## src/dram_ctrl_consts.vh

```
`ifndef DRAM_CTRL_CONSTS_VH
`define DRAM_CTRL_CONSTS_VH
`define CLK_MHZ 10
`define POWERUP_US 200
`define POWERUP_CYC (`POWERUP_US * `CLK_MHZ)
`define INIT_PULSES 8
`define IDLE_MS 16
`define IDLE_CYC (`IDLE_MS * 1000 * `CLK_MHZ)
`define REFI_STD_NS 15600
`define REFI_LP_NS 124800
`define REFI_STD_CYC (`REFI_STD_NS / 100)
`define REFI_LP_CYC (`REFI_LP_NS / 100)
`define PAGE_ROW_LOW_MAX_NS 200000
`define PAGE_ROW_LOW_MAX_CYC (`PAGE_ROW_LOW_MAX_NS / 100)
`define ROW_BITS 10
`define DATA_BITS 4
`define CNT_BITS 24
`define OP_READ 2'h0
`define OP_WRITE 2'h1
`define OP_RMW 2'h2
`define PH_CYC 3'h1
`define PAGE_TAIL_CYC 24'h8
`endif

```

## src/dram_ctrl.v

```verilog
`include "dram_ctrl_consts.vh"
module dram_ctrl (
    mclk,
    rst_n,
    low_power,
    cbr_mode,
    req_valid,
    req_op,
    req_page,
    req_row,
    req_col,
    req_wdata,
    req_ready,
    rsp_valid,
    rsp_rdata,
    ras_n,
    cas_n,
    we_n,
    oe_n,
    mux_address_pins,
    dq_out,
    dq_oe,
    dq_in
);
    parameter POWERUP_CYCLES = `POWERUP_CYC;
    parameter IDLE_CYCLES = `IDLE_CYC;
    parameter REFI_STD = `REFI_STD_CYC;
    parameter REFI_LP = `REFI_LP_CYC;
    parameter PAGE_MAX = `PAGE_ROW_LOW_MAX_CYC;
    input wire mclk;
    input wire rst_n;
    input wire low_power;
    input wire cbr_mode;
    input wire req_valid;
    input wire [1:0] req_op;
    input wire req_page;
    input wire [`ROW_BITS-1:0] req_row;
    input wire [`ROW_BITS-1:0] req_col;
    input wire [`DATA_BITS-1:0] req_wdata;
    output reg req_ready;
    output reg rsp_valid;
    output reg [`DATA_BITS-1:0] rsp_rdata;
    output reg ras_n;
    output reg cas_n;
    output reg we_n;
    output reg oe_n;
    output reg [`ROW_BITS-1:0] mux_address_pins;
    output reg [`DATA_BITS-1:0] dq_out;
    output reg dq_oe;
    input wire [`DATA_BITS-1:0] dq_in;

    localparam S_PWR = 4'h0;
    localparam S_INIT_LO = 4'h1;
    localparam S_INIT_HI = 4'h2;
    localparam S_IDLE = 4'h3;
    localparam S_RAS = 4'h4;
    localparam S_COL = 4'h5;
    localparam S_CAS = 4'h6;
    localparam S_ACC = 4'h7;
    localparam S_WR = 4'h8;
    localparam S_CUP = 4'h9;
    localparam S_PRE = 4'hA;
    localparam S_REF_RAS = 4'hB;
    localparam S_CBR_CAS = 4'hC;
    localparam S_REF_HOLD = 4'hD;

    reg [3:0] st_q;
    reg [3:0] pulses_q;
    reg [`ROW_BITS-1:0] ref_row_q;
    reg [`ROW_BITS-1:0] row_q;
    reg [`ROW_BITS-1:0] col_q;
    reg [1:0] op_q;
    reg page_q;
    reg [`DATA_BITS-1:0] wd_q;
    reg [`CNT_BITS-1:0] refi_q;
    reg [`CNT_BITS-1:0] idle_q;
    reg [`CNT_BITS-1:0] page_cnt_q;
    reg ref_due_q;
    reg tmr_load;
    reg [`CNT_BITS-1:0] tmr_count;
    wire tmr_done;
    wire [`CNT_BITS-1:0] refi_lim;

    assign refi_lim = low_power ? REFI_LP[`CNT_BITS-1:0] : REFI_STD[`CNT_BITS-1:0];

    strobe_timer u_tmr (
        .mclk(mclk),
        .rst_n(rst_n),
        .load(tmr_load),
        .count(tmr_count),
        .done(tmr_done)
    );

    always @* begin
        tmr_load = 1'b0;
        tmr_count = {`CNT_BITS{1'b0}};
        if (st_q == S_PWR && pulses_q == 4'h0) begin
            tmr_load = 1'b1;
            tmr_count = POWERUP_CYCLES[`CNT_BITS-1:0];
        end
    end

    always @(posedge mclk or negedge rst_n) begin
        if (!rst_n) begin
            st_q <= S_PWR;
            pulses_q <= 4'h0;
            ref_row_q <= {`ROW_BITS{1'b0}};
            row_q <= {`ROW_BITS{1'b0}};
            col_q <= {`ROW_BITS{1'b0}};
            op_q <= `OP_READ;
            page_q <= 1'b0;
            wd_q <= {`DATA_BITS{1'b0}};
            refi_q <= {`CNT_BITS{1'b0}};
            idle_q <= {`CNT_BITS{1'b0}};
            page_cnt_q <= {`CNT_BITS{1'b0}};
            ref_due_q <= 1'b0;
            req_ready <= 1'b0;
            rsp_valid <= 1'b0;
            rsp_rdata <= {`DATA_BITS{1'b0}};
            ras_n <= 1'b1;
            cas_n <= 1'b1;
            we_n <= 1'b1;
            oe_n <= 1'b1;
            mux_address_pins <= {`ROW_BITS{1'b0}};
            dq_out <= {`DATA_BITS{1'b0}};
            dq_oe <= 1'b0;
        end else begin
            rsp_valid <= 1'b0;
            req_ready <= 1'b0;
            // refresh demand; set wins over the clear in S_IDLE
            if (refi_q >= refi_lim - {{(`CNT_BITS-1){1'b0}}, 1'b1}) begin
                refi_q <= {`CNT_BITS{1'b0}};
                ref_due_q <= 1'b1;
            end else begin
                refi_q <= refi_q + {{(`CNT_BITS-1){1'b0}}, 1'b1};
            end
            if (ras_n && idle_q < IDLE_CYCLES[`CNT_BITS-1:0]) begin
                idle_q <= idle_q + {{(`CNT_BITS-1){1'b0}}, 1'b1};
            end else if (!ras_n) begin
                idle_q <= {`CNT_BITS{1'b0}};
            end
            page_cnt_q <= page_cnt_q + {{(`CNT_BITS-3){1'b0}}, `PH_CYC};
            case (st_q)
                S_PWR: begin
                    pulses_q <= 4'h1;
                    if (pulses_q != 4'h0 && tmr_done) begin
                        pulses_q <= 4'h0;
                        st_q <= S_INIT_LO;
                    end
                end
                S_INIT_LO: begin
                    if (idle_q != {`CNT_BITS{1'b0}}) begin // second high cycle for precharge
                        ras_n <= 1'b0;
                        pulses_q <= pulses_q + 4'h1;
                        st_q <= S_INIT_HI;
                    end
                end
                S_INIT_HI: begin
                    ras_n <= 1'b1;
                    if (pulses_q == `INIT_PULSES) begin
                        st_q <= S_IDLE;
                    end else begin
                        st_q <= S_INIT_LO;
                    end
                end
                S_IDLE: begin
                    we_n <= 1'b1;
                    if (idle_q >= IDLE_CYCLES[`CNT_BITS-1:0]) begin
                        pulses_q <= 4'h0;
                        idle_q <= {`CNT_BITS{1'b0}};
                        st_q <= S_INIT_LO;
                    end else if (ref_due_q) begin
                        ref_due_q <= (refi_q >= refi_lim - {{(`CNT_BITS-1){1'b0}}, 1'b1});
                        if (cbr_mode) begin
                            cas_n <= 1'b0;
                            st_q <= S_CBR_CAS;
                        end else begin
                            mux_address_pins <= ref_row_q;
                            ref_row_q <= ref_row_q + {{(`ROW_BITS-1){1'b0}}, 1'b1};
                            st_q <= S_REF_RAS;
                        end
                    end else if (req_valid) begin
                        req_ready <= 1'b1;
                        row_q <= req_row;
                        col_q <= req_col;
                        op_q <= req_op;
                        page_q <= req_page;
                        wd_q <= req_wdata;
                        mux_address_pins <= req_row;
                        st_q <= S_RAS;
                    end
                end
                S_RAS: begin
                    ras_n <= 1'b0;
                    page_cnt_q <= {`CNT_BITS{1'b0}};
                    st_q <= S_COL;
                end
                S_COL: begin
                    // a full cycle of row hold before column strobe
                    mux_address_pins <= col_q;
                    we_n <= (op_q != `OP_WRITE);
                    dq_out <= wd_q;
                    dq_oe <= (op_q == `OP_WRITE);
                    oe_n <= (op_q == `OP_WRITE);
                    st_q <= S_CAS;
                end
                S_CAS: begin
                    cas_n <= 1'b0;
                    st_q <= S_ACC;
                end
                S_ACC: begin
                    // one cycle covers the access times at this clock rate
                    if (op_q != `OP_WRITE) begin
                        rsp_rdata <= dq_in;
                        rsp_valid <= 1'b1;
                    end
                    if (op_q == `OP_RMW) begin
                        oe_n <= 1'b1;
                        st_q <= S_WR;
                    end else begin
                        oe_n <= 1'b1;
                        // write keeps we_n low until the column strobe rises
                        st_q <= S_CUP;
                    end
                end
                S_WR: begin
                    we_n <= 1'b0;
                    dq_out <= wd_q;
                    dq_oe <= 1'b1;
                    st_q <= S_CUP;
                end
                S_CUP: begin
                    cas_n <= 1'b1;
                    we_n <= 1'b1;
                    dq_oe <= 1'b0;
                    oe_n <= 1'b1;
                    if (page_q && req_valid && !ref_due_q && req_row == row_q &&
                        page_cnt_q < PAGE_MAX[`CNT_BITS-1:0] - `PAGE_TAIL_CYC) begin
                        req_ready <= 1'b1;
                        col_q <= req_col;
                        op_q <= req_op;
                        page_q <= req_page;
                        wd_q <= req_wdata;
                        st_q <= S_COL;
                    end else begin
                        st_q <= S_PRE;
                    end
                end
                S_PRE: begin
                    ras_n <= 1'b1;
                    st_q <= S_IDLE;
                end
                S_REF_RAS: begin
                    ras_n <= 1'b0;
                    st_q <= S_REF_HOLD;
                end
                S_CBR_CAS: begin
                    ras_n <= 1'b0;
                    st_q <= S_REF_HOLD;
                end
                S_REF_HOLD: begin
                    ras_n <= 1'b1;
                    cas_n <= 1'b1;
                    st_q <= S_IDLE;
                end
                default: begin
                    st_q <= S_IDLE;
                end
            endcase
        end
    end
endmodule

```

## src/strobe_timer.v

```verilog
`include "dram_ctrl_consts.vh"
module strobe_timer (
    mclk,
    rst_n,
    load,
    count,
    done
);
    input wire mclk;
    input wire rst_n;
    input wire load;
    input wire [`CNT_BITS-1:0] count;
    output wire done;
    reg [`CNT_BITS-1:0] cnt_q;
    assign done = (cnt_q == {`CNT_BITS{1'b0}});
    always @(posedge mclk or negedge rst_n) begin
        if (!rst_n) begin
            cnt_q <= {`CNT_BITS{1'b0}};
        end else if (load) begin
            cnt_q <= count;
        end else if (!done) begin
            cnt_q <= cnt_q - {{(`CNT_BITS-1){1'b0}}, 1'b1};
        end
    end
endmodule

```

## config.mk

```make
export PLATFORM = sky130hd
export DESIGN_NAME = dram_ctrl
export DESIGN_NICKNAME = d
export VERILOG_FILES = /design/src/dram_ctrl.v /design/src/strobe_timer.v
export VERILOG_INCLUDE_DIRS = /design/src
export SDC_FILE = /design/constraint.sdc
export NUM_CORES = 1
export LEC_CHECK = 0
export BUFFER_PORTS_ARGS = -buffer_cell sky130_fd_sc_hd__buf_2
export CORE_ASPECT_RATIO = 1.75
export CORE_MARGIN = 4
export CORE_UTILIZATION = 61
export CTS_CLUSTER_SIZE = 10
export DETAILED_ROUTE_END_ITERATION = 8
export PLACE_DENSITY = 0.9
export SYNTH_ARGS = -nofsm -noshare
export SYNTH_HDL_FRONTEND = slang
export SYNTH_HIERARCHICAL = 1
export SYNTH_SLANG_ARGS = --single-unit
```

## constraint.sdc

```tcl
create_clock -name mclk -period 5.6 [get_ports mclk]
set_input_delay 1.68 -clock mclk [delete_from_list [all_inputs] [get_ports mclk]]
set_output_delay 1.68 -clock mclk [all_outputs]
set_load 0.005 [all_outputs]
```

==> results.md <==
- Resize count post-CTS: 0
- Cell count after synthesis: 821
- Layout area overhead: 13.4%
- Max Clock Skew: 0.0110 ns
- Synth cell types: 74
- Crit Path Class: input pin to flip-flop
- Clock Pin Slew Worst Setup and Hold Paths: 0.07 ns
- DRT Pass-1 Iters: 5
- Synth top area share: 48.0%
- Hold Fails Final Rpt: 0
- Mapped cell area: 8500 um^2
- Cell breakdown of the critical path: buf_2 -> nor2b_4 -> nand3_1 -> nor4_4 -> a32oi_4 -> mux2_2
- Worst skew pair latency: 0.43 ns
- Top post-synthesis cells by area: dfrtp_1, nor2_1, xor2_1
- Critical Path End Type: flip-flop
- Final Power: 0.00395 W
- CP required: 5.91 ns
- Detail Route met3 WL: 992 um
- Worst Setup Start Kind: input pin
- Initial Util: 62.8%
- Fin util: 71.3%
- Slew Limit Fails: 0
- Top cell type by total area after synthesis: dfrtp_1
- PD cells: 410 nW/um^2
- Cell row count: 56
- Input/output buffers: 60
- Die Ht: 164 um
- Starting DRC count in detailed routing: 558
- Drc violations: 0
- Status: completed
- Period utilization: 53.8%
- Drt total wl: 20700 um
- Largest net degree at the start of global routing: 93
- Largest stage delay on the critical path: 0.68 ns
- Hold slack: 0.488 ns
- Routed wl met2: 11600 um
- Layout cells sized above 1: 17.8%
- Highest clock rate: 332 MHz
- Via/cell ratio: 6.18
- Critical-path top delay cell: a32oi_4
- Ys async rst share: 100%
- Die Wd: 97.2 um
- CP Max Fanout: 18
- Pre-CTS WS: 2.17 ns
- First-pass GRT wire length: 33900 um
- Num CTS Buffers: 17
- Min-delay worst type: flip-flop to flip-flop
- Core area: 13500 um^2
- Rel. slew slack: 23.3%
- # fillers: 878
- Max-Cap Viols: 0
- Post-synthesis sequential area ratio: 49.2%
- Final ANT Viol Nets: 0
- Yosys reg bits: 167
- Hpwl dp: 13800 um
- GRT overflow: 0
- Wire length per cell: 19.0 um
- Static leakage: 4.36 nW
- Vias in the first global route: 6957
- Wl on met1: 7160 um
- Ys flop type: dfrtp_1
- Worst-margin pin slew: 1.15 ns
- Worst Setup Slack, final: 2.59 ns
- Area of the die: 16000 um^2
- CP arrival: 3.33 ns
- Gpl congestion: 0.924
- Mean post-synth cell area: 10.3 um^2
- Post-cts hold buffer count: 0
- Initial antenna violation count: 0
- Final setup viols: 0
- Synthesis warning total: 6
- Total GRT Usage: 26.4%
- H-tree lvl count: 4
- RSZ-0062 raised after global routing: no
- Post-synth EDFFs: 0
- Max layer used: met4
- VDD IR-drop max: 0.278 mV
- N_diodes: 0
- Longest Clk Path Bufs: 2
- Final setup TNS: 0 ns
- Detailed-route via count: 6731
- CTS tree: done
- Most numerous cell in the Yosys netlist: dfrtp_1
- Most instantiated cells after synthesis: dfrtp_1, nor2_1, nand2_1
- Post-CTS Setup Bufs: 0
- Final nets: 950
- Num Clock Sinks: 167
- Period minus WS final: 3.01 ns
- Root Buffer: clkbuf_16
- # IOs: 61
==> where the power goes <==
group	switching [W]	internal [W]	total, W
clock	0.000555	0.000642	0.00120
sequential	0.000286	0.00142	0.00170
combinational	0.000632	0.000415	0.00105
total	0.00147	0.00247	0.00395
==> per-stage QoR <==
step | cell area [um^2] | instances
after floorplan | 8600 | 850
after global placement | 9030 | 1057
after detailed placement | 9030 | 1057
after CTS | 9640 | 1089
after global routing | 9640 | 1089
final | 9640 | 1089
==> registers in the layout, summed over array words and instances, names as in the netlist, 2 cells and up <==
signal	cells
col_q	10
pulses_q	4
row_q	10
u_tmr/cnt_q	24
op_q	2
mux_address_pins	10
ref_row_q	10
page_cnt_q	24
wd_q	4
dq_out	4
rsp_rdata	4
st_q	4
idle_q	24
refi_q	24
==> kinds of logic after synthesis <==
| group | synth area share [%] |
|---|---|
| buffers and inverters | 2.56 |
| AOI/OAI and AO/OA | 9.40 |
| other | 0.0441 |
| xor gates and xnor gates | 8.04 |
| and+or+nand+nor | 22.1 |
| DFF | 49.2 |
| muxes | 6.85 |
| adders and majority gates | 1.77 |
==> worst paths after layout <==
kind	startpoint	end	slack, ns	cells after the start
max	req_valid	col_q[1]	2.59	6
min	refi_q[0]	refi_q[0]	0.49	1
max reg2reg	st_q[2]	mux_address_pins[4]	2.60	5
min reg2reg	refi_q[0]	refi_q[0]	0.49	1
max in group asynchronous	rst_n	we_n	3.36	2
min in group asynchronous	rst_n	idle_q[5]	1.33	1
==> cell type report <==
class / count / area [um^2] / share of cell area (%)
timing repair buffer: 63 / 342 / 3.54
multi-input combinational: 634 / 4220 / 43.8
tap: 174 / 218 / 2.26
clock inverter: 15 / 180 / 1.87
clock buffer: 17 / 425 / 4.41
inverter: 19 / 71.3 / 0.740
sequential: 167 / 4180 / 43.4
==> worst max-delay path: cells and delay by family <==
family | cells | cell delay (ns)
multiplexers | 1 | 0.42
buffers and inverters | 1 | 0.12
AO/OA/AOI/OAI | 1 | 0.68
AND/OR/NAND/NOR | 3 | 0.41
==> layer usage <==
| layer | vias up | GRT usage, % |
|---|---|---|
| met4 | 0 | 14.2 |
| li1 | 3055 | - |
| met1 | 3312 | 28.2 |
| met5 | - | 0 |
| met3 | 76 | 5.01 |
| met2 | 288 | 49.1 |
==> cell usage in the layout (no fill, tap or decap), drive strengths merged, types with 10 or more instances in the layout <==
cell type / count
a21oi: 32
and2: 14
and3: 10
buf: 63
clkbuf: 17
conb: 30
dfrtp: 163
ha: 12
inv: 27
mux2: 38
mux2i: 12
nand2: 48
nand3: 42
nand4: 22
nor2: 101
nor3: 24
nor4: 22
o21ai: 54
xnor2: 37
xor2: 41
Note: power is estimated with default switching activity, not from simulation.
